## src/inc/gmcg_pkg.sv

```systemverilog
// constants for the pin mode and converter gating block
// assumes a 32-bit classic wishbone slave port, byte addresses
package gmcg_pkg;

  // ----------------------------------------------------------------
  // register byte offsets
  // ----------------------------------------------------------------
  localparam logic [7:0] GMCG_OFS_PINS12   = 8'h00;
  localparam logic [7:0] GMCG_OFS_PIN3     = 8'h04;
  localparam logic [7:0] GMCG_OFS_CONV     = 8'h08;
  localparam logic [7:0] GMCG_OFS_HOSTCMD  = 8'h0C;
  localparam logic [7:0] GMCG_OFS_STATE    = 8'h10;
  localparam logic [7:0] GMCG_OFS_IRQ_STAT = 8'h14;
  localparam logic [7:0] GMCG_OFS_IRQ_MASK = 8'h18;

  // ----------------------------------------------------------------
  // pins_one_two_ctrl fields
  // ----------------------------------------------------------------
  localparam int GMCG_B_PIN2_DIR  = 7;
  localparam int GMCG_B_PIN1_DIR  = 6;
  localparam int GMCG_B_PIN2_OUT  = 5;
  localparam int GMCG_B_PIN1_OUT  = 4;
  localparam int GMCG_B_PIN2_POL  = 3;
  localparam int GMCG_B_PIN1_POL  = 2;
  localparam int GMCG_B_PIN1_SBY  = 1;
  localparam int GMCG_B_PIN1_BUCK = 0;

  // ----------------------------------------------------------------
  // pin3 / function register fields
  // ----------------------------------------------------------------
  localparam int GMCG_B_PIN3_DIR  = 7;
  localparam int GMCG_B_PIN3_OUT  = 6;
  localparam int GMCG_B_PIN2_IRQ  = 2;
  localparam int GMCG_B_PIN1_IRQ  = 1;
  localparam int GMCG_B_PIN2_BUCK = 0;

  // conversion trigger register fields
  localparam int GMCG_B_TRIG_EN   = 0;
  localparam int GMCG_B_TRIG_EDGE = 1;

  // host command register fields
  localparam int GMCG_B_HOST_A    = 0;
  localparam int GMCG_B_HOST_B    = 1;
  localparam int GMCG_B_HOST_SBY  = 2;

  // event bits of status and mask
  localparam int GMCG_B_EV_PIN1   = 0;
  localparam int GMCG_B_EV_PIN2   = 1;
  localparam int GMCG_B_EV_CONV   = 2;

  // ----------------------------------------------------------------
  // reset values
  // ----------------------------------------------------------------
  localparam logic [7:0] GMCG_RST_PINS12  = 8'h00;
  localparam logic [7:0] GMCG_RST_PIN3    = 8'h00;
  localparam logic [1:0] GMCG_RST_CONV    = 2'h0;
  localparam logic [2:0] GMCG_RST_HOSTCMD = 3'h0;
  localparam logic [2:0] GMCG_RST_MASK    = 3'h0;

endpackage

```

## src/hdl/gmcg_top.sv

```systemverilog
// pin mode, interrupt and converter gating logic for three open-drain pins
// assumes a classic wishbone master and pin inputs asynchronous to ref_clk
//
// What this block does
// [RULE1] converter runs only if host enables and, when its pin is set to gate it, that pin enables
// [RULE2] standby only when host asks and, if pin one is set to standby, pin one asks too
// [RULE3] pin three output: one floats, zero drives low
// [RULE4] pin three input edge starts a conversion
// [RULE5] pin two output: one floats, zero pulls low
// [RULE6] pin one output: one floats, zero pulls low
// [RULE7] pin two edge asserts interrupt line low
// [RULE8] pin one edge asserts interrupt line low
// [RULE9] polarity zero selects rising edge
// [RULE10] pin two level requests converter b on
// [RULE11] pin one level requests converter a on
// [RULE12] pin one level requests standby for both
// [RULE13] host sets one function bit per input
// [RULE14] interrupt held until second edge and read
// [RULE15] mask register gates pin interrupt requests
// [RULE16] all pins start as inputs, no function
// [RULE17] pin inputs synchronised before any use
//
// The implementer's own choices: the Wishbone slave port and the register addresses.
`timescale 1ns/100ps

module gmcg_top
  import gmcg_pkg::*;
(
  input  wire logic        ref_clk,
  input  wire logic        nrst,
  input  wire logic        wb_cyc_i,
  input  wire logic        wb_stb_i,
  input  wire logic        wb_we_i,
  input  wire logic [7:0]  wb_adr_i,
  input  wire logic [3:0]  wb_sel_i,
  input  wire logic [31:0] wb_dat_i,
  output logic      [31:0] wb_dat_o,
  output logic             wb_ack_o,
  input  wire logic [2:0]  pin_i,
  output logic      [2:0]  pin_o,
  output logic      [2:0]  pin_oe_n,
  output logic             buck_a_en,
  output logic             buck_b_en,
  output logic             buck_standby,
  output logic             conv_start,
  output logic             int_n,
  output logic             irq
);

  // ----------------------------------------------------------------
  // helpers
  // ----------------------------------------------------------------
  function automatic logic sel_edge(input logic rise, input logic fall, input logic pol);
    sel_edge = pol ? fall : rise; // see [RULE9]
  endfunction

  function automatic logic level_match(input logic lvl, input logic pol);
    level_match = (lvl == pol);
  endfunction

  // ----------------------------------------------------------------
  // registers and state
  // ----------------------------------------------------------------
  logic [7:0] pins12;
  logic [7:0] pin3_reg;
  logic [1:0] conv_reg;
  logic [2:0] host_cmd;
  logic [2:0] irq_stat;
  logic [2:0] irq_mask;
  logic [2:0] sync1;
  logic [2:0] sync2;
  logic [2:0] sync3;
  logic [1:0] int_hold;
  logic       hold_p1;
  logic       hold_p2;
  logic       second_p1;
  logic       second_p2;

  logic       wb_req;
  logic       wr_en;
  logic       rd_en;
  logic       rd_stat;
  logic [2:0] rise;
  logic [2:0] fall;
  logic       p1_in;
  logic       p2_in;
  logic       p3_in;
  logic       p1_irq_mode;
  logic       p2_irq_mode;
  logic       p1_buck_mode;
  logic       p2_buck_mode;
  logic       p1_sby_mode;
  logic       trig_mode;
  logic [1:0] irq_edge;
  logic [1:0] any_edge;
  logic       trig_edge;
  logic [2:0] ev;
  logic       pin_a_req;
  logic       pin_b_req;
  logic       pin_sby_req;
  logic [31:0] next_rdata;

  // ----------------------------------------------------------------
  // bus decode
  // ----------------------------------------------------------------
  assign wb_req  = wb_cyc_i & wb_stb_i & ~wb_ack_o;
  assign wr_en   = wb_req & wb_we_i & wb_sel_i[0];
  assign rd_en   = wb_req & ~wb_we_i;
  assign rd_stat = rd_en & (wb_adr_i == GMCG_OFS_IRQ_STAT);

  always_ff @(posedge ref_clk or negedge nrst) begin
    if (!nrst) begin
      wb_ack_o <= 1'b0;
    end else begin
      wb_ack_o <= wb_req;
    end
  end

  always_comb begin
    next_rdata = 32'h0000_0000;
    if (wb_adr_i == GMCG_OFS_PINS12) begin
      next_rdata[7:0] = pins12;
    end else if (wb_adr_i == GMCG_OFS_PIN3) begin
      next_rdata[7:0] = pin3_reg;
    end else if (wb_adr_i == GMCG_OFS_CONV) begin
      next_rdata[1:0] = conv_reg;
    end else if (wb_adr_i == GMCG_OFS_HOSTCMD) begin
      next_rdata[2:0] = host_cmd;
    end else if (wb_adr_i == GMCG_OFS_STATE) begin
      next_rdata[0]   = buck_a_en;
      next_rdata[1]   = buck_b_en;
      next_rdata[2]   = buck_standby;
      next_rdata[5:3] = sync2;
      next_rdata[6]   = ~int_n;
    end else if (wb_adr_i == GMCG_OFS_IRQ_STAT) begin
      next_rdata[2:0] = irq_stat;
    end else if (wb_adr_i == GMCG_OFS_IRQ_MASK) begin
      next_rdata[2:0] = irq_mask;
    end
  end

  always_ff @(posedge ref_clk or negedge nrst) begin
    if (!nrst) begin
      wb_dat_o <= 32'h0000_0000;
    end else if (rd_en) begin
      wb_dat_o <= next_rdata;
    end
  end

  // ----------------------------------------------------------------
  // configuration registers
  // ----------------------------------------------------------------
  always_ff @(posedge ref_clk or negedge nrst) begin
    if (!nrst) begin
      pins12   <= GMCG_RST_PINS12; // see [RULE16]
      pin3_reg <= GMCG_RST_PIN3; // see [RULE16]
      conv_reg <= GMCG_RST_CONV;
      host_cmd <= GMCG_RST_HOSTCMD;
      irq_mask <= GMCG_RST_MASK;
    end else if (wr_en) begin
      if (wb_adr_i == GMCG_OFS_PINS12) begin
        pins12 <= wb_dat_i[7:0];
      end else if (wb_adr_i == GMCG_OFS_PIN3) begin
        pin3_reg <= {wb_dat_i[7:6], 3'h0, wb_dat_i[2:0]};
      end else if (wb_adr_i == GMCG_OFS_CONV) begin
        conv_reg <= wb_dat_i[1:0];
      end else if (wb_adr_i == GMCG_OFS_HOSTCMD) begin
        host_cmd <= wb_dat_i[2:0];
      end else if (wb_adr_i == GMCG_OFS_IRQ_MASK) begin
        irq_mask <= wb_dat_i[2:0];
      end
    end
  end

  // ----------------------------------------------------------------
  // pin input synchronisers and edges
  // ----------------------------------------------------------------
  always_ff @(posedge ref_clk or negedge nrst) begin
    if (!nrst) begin
      sync1 <= 3'h7;
      sync2 <= 3'h7;
      sync3 <= 3'h7;
    end else begin
      sync1 <= pin_i; // see [RULE17]
      sync2 <= sync1; // see [RULE17]
      sync3 <= sync2;
    end
  end

  assign rise  = sync2 & ~sync3;
  assign fall  = ~sync2 & sync3;
  assign p1_in = ~pins12[GMCG_B_PIN1_DIR];
  assign p2_in = ~pins12[GMCG_B_PIN2_DIR];
  assign p3_in = ~pin3_reg[GMCG_B_PIN3_DIR];

  // ----------------------------------------------------------------
  // function decode
  // ----------------------------------------------------------------
  assign p1_irq_mode  = p1_in & pin3_reg[GMCG_B_PIN1_IRQ] & ~pins12[GMCG_B_PIN1_BUCK]
                        & ~pins12[GMCG_B_PIN1_SBY]; // see [RULE8]
  assign p2_irq_mode  = p2_in & pin3_reg[GMCG_B_PIN2_IRQ] & ~pin3_reg[GMCG_B_PIN2_BUCK]; // see [RULE7]
  assign p1_buck_mode = p1_in & ~pin3_reg[GMCG_B_PIN1_IRQ] & pins12[GMCG_B_PIN1_BUCK]
                        & ~pins12[GMCG_B_PIN1_SBY]; // see [RULE11]
  assign p2_buck_mode = p2_in & ~pin3_reg[GMCG_B_PIN2_IRQ] & pin3_reg[GMCG_B_PIN2_BUCK]; // see [RULE10]
  assign p1_sby_mode  = p1_in & ~pin3_reg[GMCG_B_PIN1_IRQ] & ~pins12[GMCG_B_PIN1_BUCK]
                        & pins12[GMCG_B_PIN1_SBY]; // see [RULE12]
  assign trig_mode    = p3_in & conv_reg[GMCG_B_TRIG_EN];

  assign irq_edge[0] = p1_irq_mode & sel_edge(rise[0], fall[0], pins12[GMCG_B_PIN1_POL]); // see [RULE8]
  assign irq_edge[1] = p2_irq_mode & sel_edge(rise[1], fall[1], pins12[GMCG_B_PIN2_POL]); // see [RULE7]
  assign any_edge    = rise[1:0] | fall[1:0];
  assign trig_edge   = trig_mode & sel_edge(rise[2], fall[2], ~conv_reg[GMCG_B_TRIG_EDGE]); // see [RULE4]
  assign ev          = {trig_edge, irq_edge};

  // ----------------------------------------------------------------
  // held interrupt line, pin one
  // ----------------------------------------------------------------
  always_ff @(posedge ref_clk or negedge nrst) begin
    if (!nrst) begin
      hold_p1   <= 1'b0;
      second_p1 <= 1'b0;
    end else if (!p1_irq_mode) begin
      hold_p1   <= 1'b0; // see [RULE14]
      second_p1 <= 1'b0;
    end else if (!hold_p1) begin
      hold_p1   <= irq_edge[0];
      second_p1 <= 1'b0;
    end else if (second_p1 && rd_stat) begin
      hold_p1   <= 1'b0; // see [RULE14]
      second_p1 <= 1'b0;
    end else if (any_edge[0]) begin
      second_p1 <= 1'b1; // see [RULE14]
    end
  end

  // ----------------------------------------------------------------
  // held interrupt line, pin two
  // ----------------------------------------------------------------
  always_ff @(posedge ref_clk or negedge nrst) begin
    if (!nrst) begin
      hold_p2   <= 1'b0;
      second_p2 <= 1'b0;
    end else if (!p2_irq_mode) begin
      hold_p2   <= 1'b0; // see [RULE14]
      second_p2 <= 1'b0;
    end else if (!hold_p2) begin
      hold_p2   <= irq_edge[1];
      second_p2 <= 1'b0;
    end else if (second_p2 && rd_stat) begin
      hold_p2   <= 1'b0; // see [RULE14]
      second_p2 <= 1'b0;
    end else if (any_edge[1]) begin
      second_p2 <= 1'b1; // see [RULE14]
    end
  end

  assign int_hold = {hold_p2, hold_p1};

  // ----------------------------------------------------------------
  // sticky event status, set wins over clear
  // ----------------------------------------------------------------
  always_ff @(posedge ref_clk or negedge nrst) begin
    if (!nrst) begin
      irq_stat <= 3'h0;
    end else if (wr_en && wb_adr_i == GMCG_OFS_IRQ_STAT) begin
      irq_stat <= (irq_stat & ~wb_dat_i[2:0]) | ev;
    end else begin
      irq_stat <= irq_stat | ev;
    end
  end

  // ----------------------------------------------------------------
  // interrupt outputs
  // ----------------------------------------------------------------
  always_ff @(posedge ref_clk or negedge nrst) begin
    if (!nrst) begin
      irq <= 1'b0;
    end else begin
      irq <= |(irq_stat & irq_mask);
    end
  end

  always_ff @(posedge ref_clk or negedge nrst) begin
    if (!nrst) begin
      int_n <= 1'b1;
    end else begin
      int_n <= ~|(int_hold & irq_mask[1:0]); // see [RULE15]
    end
  end

  // ----------------------------------------------------------------
  // conversion trigger pulse
  // ----------------------------------------------------------------
  always_ff @(posedge ref_clk or negedge nrst) begin
    if (!nrst) begin
      conv_start <= 1'b0;
    end else begin
      conv_start <= trig_edge; // see [RULE4]
    end
  end

  // ----------------------------------------------------------------
  // open-drain pin drivers
  // ----------------------------------------------------------------
  always_ff @(posedge ref_clk or negedge nrst) begin
    if (!nrst) begin
      pin_o <= 3'h0;
    end else begin
      pin_o <= 3'h0;
    end
  end

  always_ff @(posedge ref_clk or negedge nrst) begin
    if (!nrst) begin
      pin_oe_n <= 3'h7;
    end else begin
      pin_oe_n[0] <= ~(pins12[GMCG_B_PIN1_DIR] & ~pins12[GMCG_B_PIN1_OUT]); // see [RULE6]
      pin_oe_n[1] <= ~(pins12[GMCG_B_PIN2_DIR] & ~pins12[GMCG_B_PIN2_OUT]); // see [RULE5]
      pin_oe_n[2] <= ~(pin3_reg[GMCG_B_PIN3_DIR] & ~pin3_reg[GMCG_B_PIN3_OUT]); // see [RULE3]
    end
  end

  // ----------------------------------------------------------------
  // converter gating
  // ----------------------------------------------------------------
  assign pin_a_req   = p1_buck_mode ? level_match(sync2[0], pins12[GMCG_B_PIN1_POL]) : 1'b1; // see [RULE11]
  assign pin_b_req   = p2_buck_mode ? level_match(sync2[1], pins12[GMCG_B_PIN2_POL]) : 1'b1; // see [RULE10]
  assign pin_sby_req = p1_sby_mode ? level_match(sync2[0], pins12[GMCG_B_PIN1_POL]) : 1'b1; // see [RULE12]

  always_ff @(posedge ref_clk or negedge nrst) begin
    if (!nrst) begin
      buck_a_en <= 1'b0;
    end else begin
      buck_a_en <= host_cmd[GMCG_B_HOST_A] & pin_a_req; // see [RULE1]
    end
  end

  always_ff @(posedge ref_clk or negedge nrst) begin
    if (!nrst) begin
      buck_b_en <= 1'b0;
    end else begin
      buck_b_en <= host_cmd[GMCG_B_HOST_B] & pin_b_req; // see [RULE1]
    end
  end

  always_ff @(posedge ref_clk or negedge nrst) begin
    if (!nrst) begin
      buck_standby <= 1'b0;
    end else begin
      buck_standby <= host_cmd[GMCG_B_HOST_SBY] & pin_sby_req; // see [RULE2]
    end
  end

endmodule // gmcg_top

```

## config.mk

```make
export PLATFORM = sky130hd
export DESIGN_NAME = gmcg_top
export DESIGN_NICKNAME = d
export VERILOG_FILES = /design/src/inc/gmcg_pkg.sv /design/src/hdl/gmcg_top.sv
export SDC_FILE = /design/constraint.sdc
export NUM_CORES = 1
export LEC_CHECK = 0
export ABC_AREA = 1
export BUFFER_PORTS_ARGS = -buffer_cell sky130_fd_sc_hd__buf_2
export CORE_MARGIN = 5
export CORE_UTILIZATION = 45
export CTS_CLUSTER_DIAMETER = 100
export CTS_CLUSTER_SIZE = 20
export DETAILED_ROUTE_END_ITERATION = 10
export GPL_TIMING_DRIVEN = 0
export PLACE_DENSITY = 0.75
export SLEW_MARGIN = 20
export SYNTH_ARGS = -nofsm -noshare
export SYNTH_HDL_FRONTEND = slang
export SYNTH_SLANG_ARGS = --single-unit
```

## constraint.sdc

```tcl
create_clock -name ref_clk -period 1.55 [get_ports ref_clk]
set_clock_uncertainty 0.05 [all_clocks]
set_input_delay 0.2325 -clock ref_clk [delete_from_list [all_inputs] [get_ports ref_clk]]
set_output_delay 0.2325 -clock ref_clk [all_outputs]
set_load 0.02 [all_outputs]
```

After elaboration in Yosys (flattened, before gate mapping). Cells that the tools add are included.

Logic and storage cells: 136. Register bits after elaboration: 55. Output and inout port bits: 45. Input bits: 52.

Equal/unequal tests: 10. Bitwise logic cells: 60. Reduce and logical (&&, ||, !) cells: 12. Multiplexer cells: 32.

Operators with widths (count): AND 1 bit (28); equality test 8 x 5 -> 1 bit, second input constant (3); 2-to-1 mux 1 bit (21); inverter 1 bit (21); equality test 8 x 4 -> 1 bit, second input constant (2); 2-to-1 mux 3 bit (5); AND 3 bit (4); inverter 3 bit (3); equality test 8 x 3 -> 1 bit, second input constant (1); logical NOT 8 bit (1); 2-to-1 mux 4 bit (2); 2-to-1 mux 8 bit (1); != test 4 x 2 -> 1 bit, second input constant (2); 2-to-1 mux 7 bit (1); bitwise OR 3 bit (2); AND reduction 6 bit (1); 2-to-1 mux 5 bit (1); AND reduction 5 bit (1); AND reduction 4 bit (1); logical AND 1 bit (3); AND reduction 3 bit (1); OR reduction 3 bit (1); AND 2 bit (1); equality test 1 bit (2); 5 further kinds (5).

Depth between registers and ports, before layout. Gate-level depths: netlist (run 1).

Word-level depth: 8. Depth in mapped cells: 11. Gate-level depth less buffers: 11.

Worst setup path before layout (run 1). No wires, ideal clock.

Path type: reg-to-reg. Start: reg wb_ack_o. End: reg pins12[2]. Clock period less this slack: 1370 ps. Setup slack: 180 ps. Path buffers: 1. Library setup time: 119 ps. Required time: 1381 ps. Cell stages (with the launch flop): 8. Data arrival time: 1201 ps. Cell sequence: dfrtp_1 -> nor2_1 -> nand2_2 -> nor2_4 -> nand2_4 -> buf_6 -> nand2_1 -> o21ai_2.

Longest elaborated chain between the ends: 5.

Ends and longest elaborated chain: start: declaration (RTL line gmcg_top.sv:38) `output logic wb_ack_o,`; start signal: assignment (RTL line gmcg_top.sv:115) `wb_ack_o <= wb_req;`; inverter 1 bit (RTL line gmcg_top.sv:106) `assign wb_req = wb_cyc_i & wb_stb_i & ~wb_ack_o;`; AND 1 bit (RTL line gmcg_top.sv:106); AND 1 bit (2 in series) (RTL line gmcg_top.sv:107) `assign wr_en = wb_req & wb_we_i & wb_sel_i[0];`; AND reduction 2 bit (no source line); end signal: assignment (RTL line gmcg_top.sv:162) `pins12 <= wb_dat_i[7:0];`; end: declaration (RTL line gmcg_top.sv:64) `logic [7:0] pins12;`.

Every way passes these cells. A chain may end at the register's enable or synchronous reset.

Worst setup path in the final report (run 1).
Start: reg wb_ack_o. End: reg hold_p1.

Longest elaborated chain between the ends: 8.

Ends and longest elaborated chain: inverter 1 bit (RTL line gmcg_top.sv:106); AND 1 bit (RTL line gmcg_top.sv:106); AND 1 bit (RTL line gmcg_top.sv:108) `assign rd_en = wb_req & ~wb_we_i;`; AND 1 bit (RTL line gmcg_top.sv:109) `assign rd_stat = rd_en & (wb_adr_i == GMCG_OFS_IRQ_STAT);`; logical AND 1 bit (RTL line gmcg_top.sv:228) `end else if (second_p1 && rd_stat) begin`; 2-to-1 mux 1 bit (RTL line gmcg_top.sv:228); 2-to-1 mux 1 bit (RTL line gmcg_top.sv:225) `end else if (!hold_p1) begin`; 2-to-1 mux 1 bit (RTL line gmcg_top.sv:222) `end else if (!p1_irq_mode) begin`; end signal: assignment (RTL line gmcg_top.sv:226) `hold_p1 <= irq_edge[0];`; end: declaration (RTL line gmcg_top.sv:74) `logic hold_p1;`.

Every way passes these cells.

==> results of run 1 <==
cell type report:
type / count / area [µm²] / share of cell area (%)
inverter: 44 / 170 / 5.10
timing repair buffer: 49 / 275 / 8.25
clock buffer: 7 / 76.3 / 2.29
multi-input combinational: 206 / 1110 / 33.3
clock inverter: 1 / 5.00 / 0.150
sequential: 55 / 1390 / 41.7
tap: 75 / 93.8 / 2.81
buffer: 28 / 214 / 6.41
per-stage QoR:
stage / setup slack, ns / util [%] / hold slack [ns] / cell area [µm²] / std cells
global route: -0.0184 / 55.7 / 0.110 / 3340 / 465
floorplan: 0.180 / - / -0.113 / 2890 / 333
global placement: 0.0597 / 53.3 / 0.288 / 3190 / 450
finish: 0.0897 / 55.7 / 0.114 / 3340 / 465
detailed placement: 0.0510 / 53.3 / 0.269 / 3190 / 450
CTS: 0.106 / 55.3 / 0.105 / 3320 / 462
where the power goes:
| part | internal (mW) | switching (mW) |
|---|---|---|
| Combinational | 0.135 | 0.225 |
| Clock | 0.318 | 0.426 |
| Sequential | 1.48 | 0.0238 |
| Total | 1.94 | 0.675 |
worst register-to-register path, stage by stage, from the launching register on:
cell,delay [ns]
dfrtp_1,0.38
nor2_1,0.12
nand2_2,0.15
nor2_4,0.24
buf_4,0.16
nand3_1,0.07
nand3_1,0.11
o21ai_1,0.07
per-layer routing:
metal	track usage [%]	share of wire, %	wire [µm]	vias up
li1	-	-	-	1087
met1	22.0	44	2570	976
met2	26.2	47	2710	69
met3	3.63	7.6	442	9
met4	4.26	1.3	78	0
met5	0	0	0	-
what timing repair did:
item	in CTS	in global routing
hold buffers	4	0
setup buffers	0	3
endpoints found under the hold margin	45	0
setup endpoints to repair	0	3
worst max-delay path by stage:
| stage | from | endpoint | slack [ns] | depth (start not counted) |
|---|---|---|---|---|
| 6_report | wb_ack_o | hold_p1 | 0.09 | 7 |
| 5_1_grt | wb_ack_o | hold_p1 | -0.02 | 7 |
| 4_1_cts | wb_ack_o | pins12[2] | 0.11 | 7 |
| 3_5_place_dp | wb_adr_i[6] | pins12[2] | 0.05 | 10 |
| 3_3_place_gp | wb_adr_i[6] | pins12[2] | 0.06 | 10 |
| 2_1_floorplan | wb_ack_o | pins12[2] | 0.18 | 7 |
cell families after synthesis:
family / after synthesis / synth area share [%]
adders and majority gates: 4 / 1.79
xor gates and xnor gates: 2 / 0.628
AOI/OAI and AO/OA: 50 / 11.5
DFF: 55 / 49.9
and+or+nand+nor: 123 / 22.2
buffers and inverters: 72 / 13.8
other: 1 / 0.134
synth_stat cells, drive strengths merged:
cell | count | area share, %
a21boi | 1 | 0.27
a21o | 1 | 0.27
a21oi | 13 | 2.7
a22o | 1 | 0.31
a41oi | 2 | 0.63
buf | 28 | 7.7
conb | 1 | 0.13
dfrtp | 42 | 38
dfstp | 13 | 12
ha | 4 | 1.8
inv | 44 | 6.1
nand2 | 72 | 11
nand3 | 17 | 3.2
nand4 | 2 | 0.45
nor2 | 25 | 5.2
nor3 | 3 | 1.3
nor4 | 1 | 0.22
o211ai | 2 | 0.54
o21a | 3 | 0.81
o21ai | 23 | 4.8
o221ai | 3 | 0.94
o22ai | 1 | 0.22
or2 | 3 | 0.67
xor2 | 2 | 0.63
==> results.json, run 1 <==
{
  "syn_area_per_cell_um2": 9.09,
  "outcome": "finished, final reports clean",
  "hold-path-endpoint": "pins12[3]",
  "totalWireLength_um": 5800,
  "drt-pass1-iter-count": 4,
  "yosys_warnings": 0,
  "initialDrtViolationCount": 170,
  "finalSetupViolations": 0,
  "cellPowerDensity_nw_per_um2": 783,
  "worstHoldPathType": "input port to register",
  "cts_made_buffers": 5,
  "period_minus_slack_ns": 1.46,
  "worstMarginPinSlew_ns": 0.684,
  "ir_worst_vdd_v": 0.000623,
  "fp.dieW_um": 88.7,
  "drv_slew": 0,
  "yosysSeqAreaShare_pct": 49.9,
  "area_delta_synth_final_pct": 19.6,
  "htree_levels": 2,
  "grt_pass1_vias": 2045,
  "ant_nets": 0,
  "arrival_ns": 1.60,
  "antenna_cells": 0,
  "maxSlewHeadroom_pct": 54.4,
  "cts.sinks": 55,
  "worstRegToRegCells": 7,
  "grt_pass1_wl_um": 9720,
  "drv_cap": 0,
  "die-area_um2": 7870,
  "grt_overflow": 0,
  "hold_viol": 0,
  "reg2reg_from": "wb_ack_o",
  "post-route-period-util_pct": 94.2,
  "coreArea_um2": 5990,
  "grtUsageTotal_pct": 16.2,
  "p_total_mw": 2.61,
  "drt-wirelength-per-cell_um": 12.5,
  "worstPathCellList": "nor2_1, nand2_2, nor2_4, buf_4, nand3_1, nand3_1, o21ai_1",
  "grt_max_degree": 56,
  "critPathMaxStageDelay_ns": 0.38,
  "root_buffer": "clkbuf_8",
  "path_class": "register to register",
  "layout-drive-gt1-share_pct": 34.1,
  "start_kind": "register",
  "cp_slowest_cell": "dfrtp_1",
  "gp_congestion": 0.861,
  "clk_pin_slew_ns": 0.09,
  "required_ns": 1.69,
  "crit_family": "simple AND/OR/NAND/NOR gates",
  "clk_latency_ns": 0.30,
  "p_leak_nw": 1.76,
  "cp_common_cell": "nand3_1",
  "nFillCells": 550,
  "antenna_found_initial": 0,
  "worstHoldStart": "wb_dat_i[3]",
  "row_count": 28,
  "fmax_mhz": 685,
  "portBuffers": 42,
  "tns_ns": 0,
  "routed-via-count": 2141,
  "synth_cell_types": 38,
  "rrSetupSlack_ns": 0.09,
  "r2r-end": "hold_p1",
  "io_pins": 97,
  "cts_tree": "yes",
  "vias_per_cell": 4.60,
  "end_kind": "register",
  "worstPathMaxFanout": 7,
  "chipHeight_um": 88.7,
  "critical_path_buf_inv_count": 1,
  "netlist_instances": 307,
  "final_net_count": 445,
  "ctsResizeCount": 0,
  "clock_tree.buffer_depth": 2,
  "syn-cell-area_um2": 2790,
  "dp_hpwl_um": 4340,
  "start_util_pct": 46.6,
  "final_common_cell": "nand2_1",
  "ys_seq_elements": 55,
  "final_cell_mix": "nand2_1, dfrtp_1, buf_2",
  "hold_depth": 3,
  "route.detailed.drc": 0
}
Note: power is estimated with default switching activity, not from simulation.
==> inputs of run 2 (changes only) <==
--- a/config.mk
+++ b/config.mk
@@ -13,7 +13,7 @@
 export CTS_CLUSTER_SIZE = 20
 export DETAILED_ROUTE_END_ITERATION = 10
 export GPL_TIMING_DRIVEN = 0
-export PLACE_DENSITY = 0.75
+export PLACE_DENSITY = 0.77
 export SLEW_MARGIN = 20
 export SYNTH_ARGS = -nofsm -noshare
 export SYNTH_HDL_FRONTEND = slang
==> constraint.sdc (replaced) <==
create_clock -name ref_clk -period 1.55 [get_ports ref_clk]
set_clock_uncertainty 0.05 [all_clocks]
set_input_delay 0.155 -clock ref_clk [delete_from_list [all_inputs] [get_ports ref_clk]]
set_output_delay 0.155 -clock ref_clk [all_outputs]
set_load 0.02 [all_outputs]
==> results.json, run 2 (synthesized netlist as in run 1, its figures left out) <==
{
  "clock_tree.buffer_depth": 2,
  "grt_pass1_vias": 2047,
  "gp_congestion": 0.888,
  "grt_max_degree": 56,
  "ant_nets": 0,
  "finalSetupViolations": 0,
  "nFillCells": 565,
  "clk_latency_ns": 0.31,
  "rrSetupSlack_ns": 0.12,
  "clk_pin_slew_ns": 0.09,
  "start_kind": "register",
  "rsz0062_at_grt": "no",
  "required_ns": 1.70,
  "totalWireLength_um": 5720,
  "grt_overflow": 0,
  "p_leak_nw": 1.75,
  "crit_family": "simple AND/OR/NAND/NOR gates",
  "critical_path_buf_inv_count": 1,
  "arrival_ns": 1.59,
  "tns_ns": 0,
  "final_common_cell": "nand2_1",
  "worstHoldStart": "wb_dat_i[4]",
  "drt-wirelength-per-cell_um": 12.4,
  "maxSlewHeadroom_pct": 56.2,
  "row_count": 28,
  "multi_input_area_um2": 1110,
  "end_kind": "register",
  "hold_viol": 0,
  "dpl.cell_count": 450,
  "worstRegToRegCells": 7,
  "fp.dieW_um": 88.7,
  "worstMarginPinSlew_ns": 0.657,
  "portBuffers": 42,
  "root_buffer": "clkbuf_8",
  "route.detailed.drc": 0,
  "seqCellArea_um2": 1390,
  "hold-path-endpoint": "pins12[4]",
  "cts.sinks": 55,
  "worstPathCellList": "nor2_1, nand2_2, nor2_4, nand2_4, buf_6, nand2_1, o21ai_2",
  "critPathMaxStageDelay_ns": 0.38,
  "cp_slowest_cell": "dfrtp_1",
  "chipHeight_um": 88.7,
  "fmax_mhz": 697,
  "start_util_pct": 46.6,
  "drt-pass1-iter-count": 4,
  "postCtsSetupRepairBufs": 0,
  "drv_cap": 0,
  "routed-via-count": 2138,
  "antenna_found_initial": 0,
  "worstPathMaxFanout": 10,
  "die-area_um2": 7870,
  "vias_per_cell": 4.63,
  "antenna_cells": 0,
  "outcome": "finished, final reports clean",
  "final_net_count": 442,
  "critical_path_depth": 7,
  "period_minus_slack_ns": 1.43,
  "htree_levels": 2,
  "final_cell_count_no_fill": 462,
  "worstHoldPathType": "input port to register",
  "path_class": "register to register",
  "grt_pass1_wl_um": 9500,
  "post-route-period-util_pct": 92.5,
  "dp_hpwl_um": 4370,
  "layout-drive-gt1-share_pct": 33.6,
  "reg2reg_from": "wb_ack_o",
  "ir_worst_vdd_v": 0.000614,
  "drv_slew": 0,
  "coreArea_um2": 5990,
  "hold_depth": 3,
  "cts_made_buffers": 5,
  "initialDrtViolationCount": 124,
  "r2r-end": "pins12[2]",
  "area_delta_synth_final_pct": 19.7,
  "final_cell_mix": "nand2_1, dfrtp_1, buf_2",
  "grtUsageTotal_pct": 15.7,
  "io_pins": 97,
  "cellPowerDensity_nw_per_um2": 837,
  "cts_tree": "yes"
}
[run 2: cell count changes in the layout (fill, tap and decap cells not counted)]
cell / before / now
buf_4: 31 / 28
bufinv_16: 0 / 1
clkinv_2: 1 / 0
[run 2: tightest hold or removal path, cell delays in order]
cell and delay (ns):
buf_2 0.07, nor2_1 0.04, a21oi_2 0.08
[run 2: worst max-delay path by stage]
stage,startpoint,endpoint
after CTS,wb_ack_o,pins12[6]
after detailed placement,wb_ack_o,pins12[6]
after global routing,wb_ack_o,wb_dat_o[0]
final,wb_ack_o,pins12[2]
after floorplan,wb_ack_o,pins12[2]
after global placement,wb_ack_o,pins12[2]
[run 2: stage by stage]
step	power [mW]	cell area (µm²)	worst slack, ns	utilization, %	hold WS (ns)
after global routing	2.92	3340	0.0116	55.8	0.0421
after detailed placement	1.88	3190	0.116	53.3	0.190
after global placement	1.88	3190	0.126	53.3	0.210
after CTS	2.82	3340	0.108	55.8	0.0228
after floorplan	1.77	2890	0.180	-	-0.191
final	2.80	3340	0.116	55.8	0.0312
[run 2: final cells by class]
cell class              instances  share of cell area, %
flip-flops and latches         55                   41.7
clock buffers                   7                   2.28
clock inverters                 1                  0.899
plain buffers                  28                   6.40
multi-input cells             206                   33.3
repair buffers                 46                   7.57
inverters                      44                   5.09
well taps                      75                   2.81
[run 2: timing repair]
| item | 4_1_cts | 5_1_grt |
|---|---|---|
| hold buffers | 4 | 0 |
| resized for setup | 0 | 0 |
| hold endpoints to repair | 45 | 0 |
[run 2: power by group]
part / internal [mW] / switching (mW)
Clock: 0.484 / 0.449
Combinational: 0.131 / 0.221
Sequential: 1.48 / 0.0250
Total: 2.10 / 0.696
[run 2: routing by layer]
layer / part of all wire, % / global-route usage (%) / vias up
met5: 0 / 0 / -
met4: 1.4 / 5.36 / 0
met3: 8.7 / 3.45 / 9
met2: 47 / 25.4 / 72
met1: 42 / 21.1 / 973
li1: - / - / 1084
==> inputs of run 3 (changes only) <==
==> constraint.sdc (replaced) <==
create_clock -name ref_clk -period 1.55 [get_ports ref_clk]
set_clock_uncertainty 0.05 [all_clocks]
set_input_delay 0.3875 -clock ref_clk [delete_from_list [all_inputs] [get_ports ref_clk]]
set_output_delay 0.3875 -clock ref_clk [all_outputs]
set_load 0.05 [all_outputs]
==> results.json, run 3 (synthesized netlist as in run 1, its figures left out) <==
{
  "finalSetupViolations": 0,
  "route.met3.wl_um": 550,
  "critPathMaxStageDelay_ns": 0.52,
  "ant_nets": 0,
  "cts_tree": "yes",
  "antenna_found_initial": 0,
  "crit_family": "flip-flops",
  "routed-via-count": 2135,
  "cts.sinks": 55,
  "outcome": "finished, final reports clean",
  "fin_util_pct": 55.2,
  "ctsResizeCount": 1,
  "final_cell_count_no_fill": 458,
  "postCtsSetupRepairBufs": 0,
  "hold_viol": 0,
  "fp.dieW_um": 88.7,
  "layout-drive-gt1-share_pct": 33.9,
  "met1Wirelength_um": 2370,
  "arrival_ns": 1.08,
  "clk_latency_ns": 0.31,
  "grt_max_degree": 56,
  "top_layer": "met4",
  "critical_path_buf_inv_count": 1,
  "drv_cap": 0,
  "placed_area_um2": 3190,
  "dp_hpwl_um": 4370,
  "dpl.cell_count": 450,
  "totalWireLength_um": 5700,
  "portBuffers": 42,
  "htree_levels": 2,
  "gp_congestion": 0.888,
  "clk_pin_slew_ns": 0.09,
  "vias_per_cell": 4.66,
  "row_count": 28,
  "die-area_um2": 7870,
  "p_leak_nw": 1.74,
  "met2WireLength_um": 2690,
  "chipHeight_um": 88.7,
  "worstMarginPinSlew_ns": 0.657,
  "ir_worst_vdd_v": 0.000766,
  "initialDrtViolationCount": 168,
  "period_minus_slack_ns": 1.52,
  "drt-pass1-iter-count": 5,
  "required_ns": 1.11,
  "worstPathCellList": "buf_2",
  "drv_slew": 0,
  "tns_ns": 0,
  "post-route-period-util_pct": 97.9,
  "root_buffer": "clkbuf_8",
  "cellPowerDensity_nw_per_um2": 885,
  "grt_pass1_wl_um": 9490,
  "maxSlewHeadroom_pct": 56.2,
  "route.detailed.drc": 0,
  "nFillCells": 574,
  "worstHoldPathType": "input port to asynchronous set/reset pin",
  "coreArea_um2": 5990,
  "worstPathMaxFanout": 1,
  "cp_slowest_cell": "dfstp_2",
  "clock_tree.buffer_depth": 2,
  "final_net_count": 438,
  "start_util_pct": 46.6,
  "p_total_mw": 2.93,
  "area_delta_synth_final_pct": 18.6,
  "end_kind": "primary output",
  "path_class": "register to primary output",
  "rsz0062_at_grt": "no",
  "grt_overflow": 0,
  "cts_made_buffers": 5,
  "io_pins": 97,
  "ctsHoldBuffers": 0,
  "fmax_mhz": 659,
  "final_area_um2": 3310,
  "antenna_cells": 0,
  "drt-wirelength-per-cell_um": 12.4,
  "grtUsageTotal_pct": 15.7,
  "final_cell_mix": "nand2_1, dfrtp_1, buf_2",
  "start_kind": "register",
  "grt_pass1_vias": 2051,
  "final_common_cell": "nand2_1"
}
-- run 3: cell count changes in the layout (fill, tap and decap cells not counted) --
cell / change
buf_2: -3
buf_4: +1
clkbuf_4: +2
dlygate4sd3_1: -4
-- run 3: final cells by class --
cell class	count	area, µm²	share of cell area [%]
timing repair buffer	42	220	6.66
inverter	44	170	5.14
buffer	28	214	6.47
sequential	55	1390	42.1
clock buffer	7	76.3	2.31
multi-input combinational	206	1110	33.6
clock inverter	1	30.0	0.908
tap	75	93.8	2.84
-- run 3: stage by stage --
stage / setup slack (ns) / hold WS (ns)
floorplan: 0.0237 / 0.0419
global placement: -0.0956 / 0.296
detailed placement: -0.105 / 0.297
CTS: 0.0129 / 0.0761
global route: 0.00156 / 0.0995
finish: 0.0319 / 0.0525
-- run 3: path summary, 6_finish.rpt --
check	startpoint	end	slack [ns]	cells after the start
max	pin_oe_n[2]	pin_oe_n[2]	0.03	1
min	nrst	pins12[4]	0.05	1
max reg2reg	wb_ack_o	pins12[2]	0.12	7
min reg2reg	sync1[0]	sync2[0]	0.31	0
max in group asynchronous	nrst	hold_p2	0.96	1
min in group ref_clk	pin_i[0]	sync1[0]	0.12	1
-- run 3: layer usage --
metal  GRT usage (%)  vias up
li1                -     1077
met1            21.1      963
met2            25.4       86
met3            3.45        9
met4            5.36        0
met5               0        -
-- run 3: power breakdown --
group	internal (mW)	switching (mW)	leakage (nW)
registers	1.48	0.0247	0.688
clock network	0.484	0.448	0.0524
logic	0.126	0.359	1.00
total	2.09	0.832	1.74
